--- src/rtl/isf_pkg.sv ---
// Package: register map, field layout, reset values and states of the slave
package isf_pkg;
  localparam logic [7:0] FIFO_COUNTS_ADDR = 8'hf5;
  localparam logic [7:0] ADDR_MASK_ADDR   = 8'hff;
  localparam int         TX_CNT_LSB       = 4;
  localparam int         RX_CNT_LSB       = 0;
  localparam int         FORCE_BIT        = 7;
  localparam logic [6:0] MASK_RESET       = 7'h7f;
  localparam logic       FORCE_RESET      = 1'b1;
  localparam logic [6:0] OWN_ADDR_RESET   = 7'h00;
  localparam int         SYNC_STAGES      = 2;

  typedef enum logic [2:0] {
    ISF_IDLE,
    ISF_ADDR,
    ISF_ACK,
    ISF_HOLD,
    ISF_DATA,
    ISF_SKIP
  } isf_state_t;
endpackage : isf_pkg

--- src/rtl/isf_slave.sv ---
// I2C slave address match, forced stretch and fifo count registers
`timescale 1ns/100ps
// Notes on behaviour
// - Tx fifo count read at bits 6:4
// - Rx fifo count read at bits 2:0
// - Force bit set: flag after address ack
// - Force clear: address ack alone no flag
// - Mask one: compare address bit
// - Mask zero: address bit is don't-care
// - Reset: mask all ones, force one
module isf_slave
  import isf_pkg::*;
(
  // Clock and reset
  input  wire logic       clk_i,
  input  wire logic       resetn_i,
  // Register port
  input  wire logic [7:0] reg_addr_i,
  input  wire logic       reg_wr_i,
  input  wire logic [7:0] reg_wdata_i,
  output logic      [7:0] reg_rdata_o,
  // Own address and fifo levels from neighbouring logic
  input  wire logic [6:0] own_slave_address_i,
  input  wire logic [2:0] tx_fill_count_i,
  input  wire logic [2:0] rx_fill_count_i,
  // Flag handling and other flag sources
  input  wire logic       flag_clear_i,
  input  wire logic       flag_other_set_i,
  output logic            slave_event_flag_o,
  output logic            addr_match_o,
  output logic            read_dir_o,
  // I2C pins
  input  wire logic       scl_i,
  output logic            scl_o,
  output logic            scl_oe_o,
  input  wire logic       sda_i,
  output logic            sda_o,
  output logic            sda_oe_o
);
  typedef struct packed {
    logic [6:0] addr_compare_mask;
    logic       force_addr_stretch;
    logic [7:0] rdata;
    isf_state_t state;
    logic [3:0] bits;
    logic [7:0] shift;
    logic       scl_q;
    logic       sda_q;
    logic       flag;
    logic       hold;
    logic       ack_drive;
    logic       match;
    logic       rw;
  } isf_slave_state_t;

  isf_slave_state_t st;
  isf_slave_state_t next_st;
  logic [1:0]       pins_sync;
  logic             scl_s;
  logic             sda_s;
  logic             scl_rise;
  logic             scl_fall;
  logic             start_seen;
  logic             stop_seen;
  logic             addr_hit;

  // Pins cross into this clock through two flops; a pulse shorter than
  // one clock can be lost, so the bus must run far slower than the clock
  isf_sync #(
    .WIDTH (2)
  ) isf_sync_inst (
    .clk_i    (clk_i),
    .resetn_i (resetn_i),
    .d_i      ({scl_i, sda_i}),
    .q_o      (pins_sync)
  );

  // History flops reset to one like the idle bus, so no false edge
  // and no false start follows reset
  assign scl_s      = pins_sync[1];
  assign sda_s      = pins_sync[0];
  assign scl_rise   = scl_s && !st.scl_q;
  assign scl_fall   = !scl_s && st.scl_q;
  assign start_seen = scl_s && st.scl_q && st.sda_q && !sda_s;
  assign stop_seen  = scl_s && st.scl_q && !st.sda_q && sda_s;
  // Masked compare; after eight bits the address sits in shift[7:1]
  assign addr_hit = ((st.shift[7:1] ^ own_slave_address_i)
                     & st.addr_compare_mask) == 7'h00;

  always_comb begin
    next_st       = st;
    next_st.scl_q = scl_s;
    next_st.sda_q = sda_s;

    // Register writes; the count register ignores writes entirely
    if (reg_wr_i && reg_addr_i == ADDR_MASK_ADDR) begin
      next_st.addr_compare_mask  = reg_wdata_i[6:0];
      next_st.force_addr_stretch = reg_wdata_i[FORCE_BIT];
    end

    // Read data is registered, so it follows the address one cycle late
    next_st.rdata = 8'h00;
    case (reg_addr_i)
      FIFO_COUNTS_ADDR: begin
        next_st.rdata[TX_CNT_LSB +: 3] = tx_fill_count_i;
        next_st.rdata[RX_CNT_LSB +: 3] = rx_fill_count_i;
      end
      ADDR_MASK_ADDR: begin
        next_st.rdata = {st.force_addr_stretch, st.addr_compare_mask};
      end
      default: begin
        next_st.rdata = 8'h00;
      end
    endcase

    // Flag: a set in the same cycle as a clear wins
    if (flag_clear_i) begin
      next_st.flag = 1'b0;
    end
    if (flag_other_set_i) begin
      next_st.flag = 1'b1;
    end

    case (st.state)
      ISF_IDLE: begin
        // Nothing to do until a start appears
        next_st.bits = 4'h0;
      end
      ISF_ADDR: begin
        if (scl_rise) begin
          next_st.shift = {st.shift[6:0], sda_s};
          next_st.bits  = st.bits + 4'h1;
        end
        if (scl_fall && st.bits == 4'h8) begin
          // Direction is kept even for a foreign address; the match
          // output tells firmware whether the byte was ours
          next_st.rw = st.shift[0];
          if (addr_hit) begin
            next_st.match     = 1'b1;
            next_st.ack_drive = 1'b1;
            next_st.state     = ISF_ACK;
          end else begin
            next_st.state = ISF_SKIP;
          end
        end
      end
      ISF_ACK: begin
        if (scl_fall) begin
          next_st.ack_drive = 1'b0;
          next_st.bits      = 4'h0;
          if (st.force_addr_stretch) begin
            // Hold SCL low from the ack's falling edge
            next_st.flag  = 1'b1;
            next_st.hold  = 1'b1;
            next_st.state = ISF_HOLD;
          end else begin
            next_st.state = ISF_DATA;
          end
        end
      end
      ISF_HOLD: begin
        // Let go only once firmware has cleared the flag; a set from
        // another source meeting the clear keeps the clock held
        if (!st.flag) begin
          next_st.hold  = 1'b0;
          next_st.state = ISF_DATA;
        end
      end
      ISF_DATA, ISF_SKIP: begin
        // Data bytes belong to neighbouring logic; a foreign address
        // waits here for the next start or stop
        next_st.bits = 4'h0;
      end
      default: begin
        next_st.state = ISF_IDLE;
      end
    endcase

    // Start restarts address capture; stop ends any transfer
    if (start_seen) begin
      next_st.state     = ISF_ADDR;
      next_st.bits      = 4'h0;
      next_st.match     = 1'b0;
      next_st.hold      = 1'b0;
      next_st.ack_drive = 1'b0;
    end else if (stop_seen) begin
      // A stop in a stretch frees the clock; the flag waits for firmware
      next_st.state     = ISF_IDLE;
      next_st.match     = 1'b0;
      next_st.hold      = 1'b0;
      next_st.ack_drive = 1'b0;
    end
  end

  always_ff @(posedge clk_i) begin
    if (!resetn_i) begin
      st                    <= '0;
      st.addr_compare_mask  <= MASK_RESET;
      st.force_addr_stretch <= FORCE_RESET;
      st.state              <= ISF_IDLE;
      st.scl_q              <= 1'b1;
      st.sda_q              <= 1'b1;
      // Open-drain enables must come up released
      st.hold               <= 1'b0;
      st.ack_drive          <= 1'b0;
    end else begin
      st <= next_st;
    end
  end

  // Outputs come straight from flops, so the pins never glitch
  // Open-drain: only ever pull low
  assign reg_rdata_o        = st.rdata;
  assign slave_event_flag_o = st.flag;
  assign addr_match_o       = st.match;
  assign read_dir_o         = st.rw;
  assign scl_o              = 1'b0;
  assign scl_oe_o           = st.hold;
  assign sda_o              = 1'b0;
  assign sda_oe_o           = st.ack_drive;
endmodule : isf_slave

--- src/rtl/isf_sync.sv ---
// Two-flop synchroniser for pin inputs
`timescale 1ns/100ps
module isf_sync #(
  parameter int WIDTH = 1
) (
  // Clock and reset
  input  wire logic             clk_i,
  input  wire logic             resetn_i,
  // Data
  input  wire logic [WIDTH-1:0] d_i,
  output logic      [WIDTH-1:0] q_o
);
  typedef struct packed {
    logic [WIDTH-1:0] meta;
    logic [WIDTH-1:0] sync;
  } isf_sync_state_t;

  isf_sync_state_t st;
  isf_sync_state_t next_st;

  always_comb begin
    next_st.meta = d_i;
    next_st.sync = st.meta;
  end

  always_ff @(posedge clk_i) begin
    if (!resetn_i) begin
      st <= '{meta: {WIDTH{1'b1}}, sync: {WIDTH{1'b1}}};
    end else begin
      st <= next_st;
    end
  end

  assign q_o = st.sync;
endmodule : isf_sync

--- config.mk ---
export PLATFORM = sky130hd
export DESIGN_NAME = isf_slave
export DESIGN_NICKNAME = d
export VERILOG_FILES = /design/src/rtl/isf_pkg.sv /design/src/rtl/isf_slave.sv /design/src/rtl/isf_sync.sv
export SDC_FILE = /design/constraint.sdc
export NUM_CORES = 1
export LEC_CHECK = 0
export BUFFER_PORTS_ARGS = -buffer_cell sky130_fd_sc_hd__buf_2
export CORE_MARGIN = 4
export CORE_UTILIZATION = 40
export CTS_BUF_LIST = sky130_fd_sc_hd__clkbuf_2
export CTS_CLUSTER_SIZE = 14
export DETAILED_ROUTE_END_ITERATION = 10
export GPL_TIMING_DRIVEN = 0
export PLACE_DENSITY = 0.66
export SLEW_MARGIN = 20
export SYNTH_ARGS = -nofsm -noshare
export SYNTH_HDL_FRONTEND = slang
export SYNTH_HIERARCHICAL = 1
export SYNTH_SLANG_ARGS = --single-unit
export TNS_END_PERCENT = 5
--- constraint.sdc ---
create_clock -name clk_i -period 1.43 [get_ports clk_i]
set_input_delay 0.0715 -clock clk_i [delete_from_list [all_inputs] [get_ports clk_i]]
set_output_delay 0.0715 -clock clk_i [all_outputs]
set_load 0.05 [all_outputs]
==> out/results.ini, run 1 <==
[run_status]
status = complete, but fails checks
violations = setup timing

[worst_setup_path]
critPathBufInv = 0
crit_arrival_ps = 1800
crit_slowest_cell = dfxtp_2
worstSetupEndpointType = flop
worst_ep_required_time_ps = 1780
critPathMaxStageDelay_ps = 380
critPathLaunchType = flop
critPathKind = flop to flop
cp_max_fo = 4
cpLargestDelayFamily = simple AND/OR/NAND/NOR gates
worstPathCellList = xor2_1 -> a222oi_1 -> and3_4 -> a221oi_2 -> nor4_1

[layout]
finalNonFillerCells = 329
antenna_cells = 0
syn_to_final_growth_pct = 37.2
fillCellCount = 399
finalNetCount = 314
layout_commonest_cell = buf_2
layout_common_cells = buf_2, dfxtp_1, dlygate4sd3_1
drive_gt1_share_pct = 32.5

[synth]
synth_cells = 194
synth_top_family_by_area = simple AND/OR/NAND/NOR gates
async_flop_share_pct = 0
syn_avg_cell_area_sq_um = 9.51
synth_edf_count = 0
ys_warn_count = 6
yosys_most_used_dff = dfxtp_1
yosys.area_share.adder_pct = 1.36
syn_area_sq_um = 1850
ys_seq_area_share_pct = 45.6
netlist-cell-type-count = 39
synth_mux_area_share_pct = 9.76
yosys.area_share.simple_pct = 18.8
ys_seq_elements = 42
synth_xor_area_share_pct = 5.22
synth_compound_area_share_pct = 12.7

[floorplanning]
io_pins = 51
die_w_microns = 75.9
floorplan.initialDensity_pct = 41.8
rows = 24
core_sq_um = 4410
die_y_microns = 75.9
dieArea_sq_um = 5760

[global_routing]
grt_max_degree = 16
grt_use_total_pct = 14.5
grt_pass1_wl_microns = 6890
grt_pass1_vias = 1510
antenna_found_initial = 0
grt-ovfl-total = 0

[power]
p_leak_nw = 1.11
irDropWorstVdd_v = 0.000444
power_density_nw_per_um2 = 819

[timing]
setup_ws_ps = -19.4
setup_viol = 1
tightestPinTransition_ps = 633
final-hold-violation-count = 0
fin_tns_setup_ps = -19.4
skew_ps = 18.7
fmax_mhz = 690
slew_viol_final = 0
fin_crit_sh_pct = 101
rsz0062_at_grt = yes
finalCriticalPeriod_ps = 1450
relSlewSlack_pct = 57.5

[clock_tree]
cts_root_buf = clkbuf_2
htree_levels = 2
cts_made_buffers = 5
cts_buffer_depth = 2
clkTransAtPathRegs_ps = 250
cts_tree = built
numClockSinks = 42
clk_latency_ps = 430

[routing]
avgViaCountPerCell = 4.78
drc = 0
vias = 1571
drtPass1Iterations = 6
drt-total-wl_microns = 4050
drtIter0Drc = 67
wire_per_inst_microns = 12.3
drtAntennaViolNets = 0

[place]
portBuffers = 48
dpl.hpwl_microns = 2760
placed_cells = 295
gp_congestion = 0.830

[job]
drv_cap = 0

[min_path]
hold_path.class = input pin to flop

report_power, final:
group / switching (W) / internal (W) / leakage [nW]
combinational: 0.000137 / 0.000149 / 0.739
sequential: 0.0000276 / 0.00120 / 0.343
clock: 0.000434 / 0.000130 / 0.0296
total: 0.000599 / 0.00147 / 1.11
worst reg2reg max path, stage by stage (launching register included):
cell and delay, ps:
dfxtp_2 380, xor2_1 140, a222oi_1 300, and3_4 260, a221oi_2 70, nor4_1 240
Yosys cell counts (3+ instances only):
cell | n | share of area [%]
a211oi_1 | 3 | 1.2
a21oi_1 | 7 | 1.9
a22o_1 | 6 | 2.8
buf_4 | 10 | 4.1
dfxtp_1 | 42 | 46
inv_1 | 6 | 1.2
mux2i_1 | 18 | 9.8
nand2_1 | 17 | 3.5
nand2b_1 | 11 | 3.7
nor2_1 | 9 | 1.8
nor2b_1 | 11 | 3.7
o21ai_0 | 7 | 1.9
xor2_1 | 9 | 4.3
cells by family (layout without fill, tap and decap cells):
kind of cell / count (synthesis) / count (layout)
flip-flops: 42 / 42
multiplexers: 18 / 18
AO/OA/AOI/OAI: 35 / 35
XOR/XNOR: 11 / 11
AND/OR/NAND/NOR: 64 / 64
buffers and inverters: 21 / 103
other: 1 / 2
adder cells (fa/ha/maj): 2 / 2
repair_timing:
item,CTS,global route
gates resized for setup,12,13
endpoints found under the hold margin,20,0
pin swaps,4,5
setup buffers,1,4
gates cloned,0,0
setup endpoints to repair,14,18
hold buffers,21,0
state kept, by name (all words and copies together), names as in the netlist:
register	count
addr_match_o	1
isf_sync_inst/next_st	2
isf_sync_inst/q_o	2
read_dir_o	1
reg_rdata_o	8
scl_oe_o	1
sda_oe_o	1
slave_event_flag_o	1
st	25
area by class of cell:
class                      instances  area, sq um  area share [%]
timing repair buffer              74          492            19.4
sequential                        42          857            33.8
tap                               52         65.1            2.57
buffer                            14         98.8            3.90
inverter                           7         26.3            1.04
clock inverter                     3         25.0           0.988
multi-input combinational        132          943            37.3
clock buffer                       5         25.0           0.988
path summary, 6_finish.rpt:
kind	startpoint	end	slack, ps	depth (start not counted)
min	reg_addr_i[3]	reg_rdata_o[6]	70	3
min reg2reg	isf_sync_inst/next_st[0]	isf_sync_inst/q_o[0]	430	1
max	st[11]	st[20]	-20	5
max reg2reg	st[11]	st[20]	-20	5
per-stage QoR:
stage                     utilization [%]  area (sq um)  setup WS (ps)  hold WS, ps  power, W
after floorplan                         -          1850           63.4          145   0.00138
after CTS                            55.8          2460          -32.3         58.0   0.00207
after global placement               48.8          2150           -139          252   0.00146
after global routing                 57.4          2530           -138         70.2   0.00217
after detailed placement             48.8          2150           -146          258   0.00146
final                                57.4          2530          -19.4         71.1   0.00207
per-layer routing:
layer | GRT usage [%] | wire, microns | part of all wire [%]
met5 | 0 | 0 | 0
met4 | 5.87 | 91 | 2.2
met3 | 5.21 | 266 | 6.6
met2 | 23.8 | 1870 | 46
met1 | 16.9 | 1820 | 45
Power figures use the tool's default switching activity.
==> run 2, diff against run 1 <==
--- a/config.mk
+++ b/config.mk
@@ -6,11 +6,13 @@
 export NUM_CORES = 1
 export LEC_CHECK = 0
 export BUFFER_PORTS_ARGS = -buffer_cell sky130_fd_sc_hd__buf_2
+export CORE_ASPECT_RATIO = 1.75
 export CORE_MARGIN = 4
 export CORE_UTILIZATION = 40
 export CTS_BUF_LIST = sky130_fd_sc_hd__clkbuf_2
 export CTS_CLUSTER_SIZE = 14
 export DETAILED_ROUTE_END_ITERATION = 10
+export GPL_ROUTABILITY_DRIVEN = 0
 export GPL_TIMING_DRIVEN = 0
 export PLACE_DENSITY = 0.66
 export SLEW_MARGIN = 20
@@ -18,4 +20,3 @@
 export SYNTH_HDL_FRONTEND = slang
 export SYNTH_HIERARCHICAL = 1
 export SYNTH_SLANG_ARGS = --single-unit
-export TNS_END_PERCENT = 5
==> run 2 against run 1 <==
Net effect:
- largest power group unchanged
- critical path type unchanged
- the flow still finishes with violations (setup timing)
- non-clock buffer count is 1 lower
- largest cell class unchanged
- design area shrank 1.1%
- power decreased by 0.49%
==> out/results.ini, run 2 (synthesis gave the netlist of run 1 again) <==
[run_status]
status = complete, but fails checks
violations = setup timing

[global_routing]
antenna_found_initial = 0
grt_use_met2_pct = 25.7
met1_usage_pct = 17.7
globalRouteMet3Util_pct = 3.57
grt_max_degree = 16
grt_use_total_pct = 15.3
grt_pass1_wl_microns = 6900
grt-ovfl-total = 0
grt_pass1_vias = 1570
grt-busiest-layer = met2

[routing]
avgViaCountPerCell = 4.92
drtAntennaViolNets = 0
wire_per_inst_microns = 12.6
drtIter0Drc = 25
drtPass1Iterations = 4
drc = 0
drt-total-wl_microns = 4110
vias = 1609

[worst_setup_path]
critPathKind = flop to flop
critPathLaunchType = flop
worstSetupEndpointType = flop
worst_ep_required_time_ps = 1770
crit_arrival_ps = 1840
cp_max_fo = 5

[timing]
fin_crit_sh_pct = 105
slew_viol_final = 0
final-hold-violation-count = 0
finalCriticalPeriod_ps = 1500
rsz0062_at_grt = yes
skew_ps = 23.6
fmax_mhz = 668
setup_viol = 4
setup_ws_ps = -67.1

[floorplanning]
core_sq_um = 4440
dieArea_sq_um = 5810
io_pins = 51
die_y_microns = 97.9
rows = 32
die_w_microns = 59.3
floorplan.initialDensity_pct = 41.5

[clock_tree]
cts_tree = built
cts_root_buf = clkbuf_2
cts_made_buffers = 5
htree_levels = 2
clkTransAtPathRegs_ps = 250
numClockSinks = 42
cts_buffer_depth = 2
clk_latency_ps = 430

[power]
power_density_nw_per_um2 = 824
irDropWorstVdd_v = 0.000571
p_leak_nw = 1.11

[layout]
layout_commonest_cell = buf_2
largest_reg_flops = 25
postLayoutCoreUtil_pct = 56.3
final_cell_area_sq_um = 2500
antenna_cells = 0
regMostFlops = st
drive_gt1_share_pct = 34.1
layout_common_cells = buf_2, dfxtp_1, dlygate4sd3_1
syn_to_final_growth_pct = 35.7
finalNetCount = 313

[min_path]
hold_path.class = input pin to flop

[job]
drv_cap = 0

[place]
portBuffers = 48
dpl_cell_area_sq_um = 2150
dpl.hpwl_microns = 2870

[run 2: cell types whose count changed in the layout (fill, tap and decap cells not counted), moves of 2 or more]
cell	previous run	this run
dfxtp_2	4	9
dfxtp_4	3	1
dfxtp_1	35	32
buf_6	2	0
[run 2: stage by stage]
step / hold WS, ps / TNS, ps / instances / power, W / worst slack (ps)
final: 46.2 / -115 / 327 / 0.00206 / -67.1
after CTS: 49.8 / -299 / 325 / 0.00208 / -65.2
after detailed placement: 259 / -831 / 294 / 0.00146 / -158
after global placement: 251 / -807 / 294 / 0.00146 / -142
after floorplan: 145 / 0 / 195 / 0.00138 / 63.4
after global routing: 38.2 / -1530 / 327 / 0.00217 / -173
[run 2: critical path, stage by stage (launching register included)]
cell,delay (ps)
dfxtp_4,420
or3b_4,400
a21oi_2,190
o2111ai_1,170
xor2_1,180
nor2_1,50
[run 2: path summary, 6_finish.rpt]
kind         cells past startpoint                     start                    to  slack (ps)
max                              5                    st[21]                st[18]         -70
min                              3             reg_addr_i[3]        reg_rdata_o[1]          50
max reg2reg                      5                    st[21]                st[18]         -70
min reg2reg                      1  isf_sync_inst/next_st[0]  isf_sync_inst/q_o[0]         440
[run 2: final cells by class]
cell class	instances	area [sq um]
fill	435	1940
inverter	7	26.3
sequential	42	856
multi-input combinational	132	936
clock buffer	5	25.0
clock inverter	3	23.8
tap	51	63.8
timing repair buffer	73	480
buffer	14	92.6
[run 2: report_power, final]
part	internal, W	leakage [nW]	switching (W)
registers	0.00119	0.344	0.0000235
logic	0.000149	0.737	0.000140
clock network	0.000125	0.0256	0.000431
total	0.00147	1.11	0.000594
[run 2: timing repair]
item                                    in CTS  in global routing
hold buffers                                21                  0
cloned                                       0                  0
resized for setup                           11                 12
buffers inserted                             2                  2
pin swaps                                    3                  2
hold endpoints to repair                    20                  0
endpoints found under the setup margin      17                 19
[run 2: per-layer routing]
layer  vias to the layer above  share of wire (%)
met2                        50                 52
li1                        822                  -
met3                         6                6.9
met1                       731                 40
met4                         0                1.8
met5                         -                  0
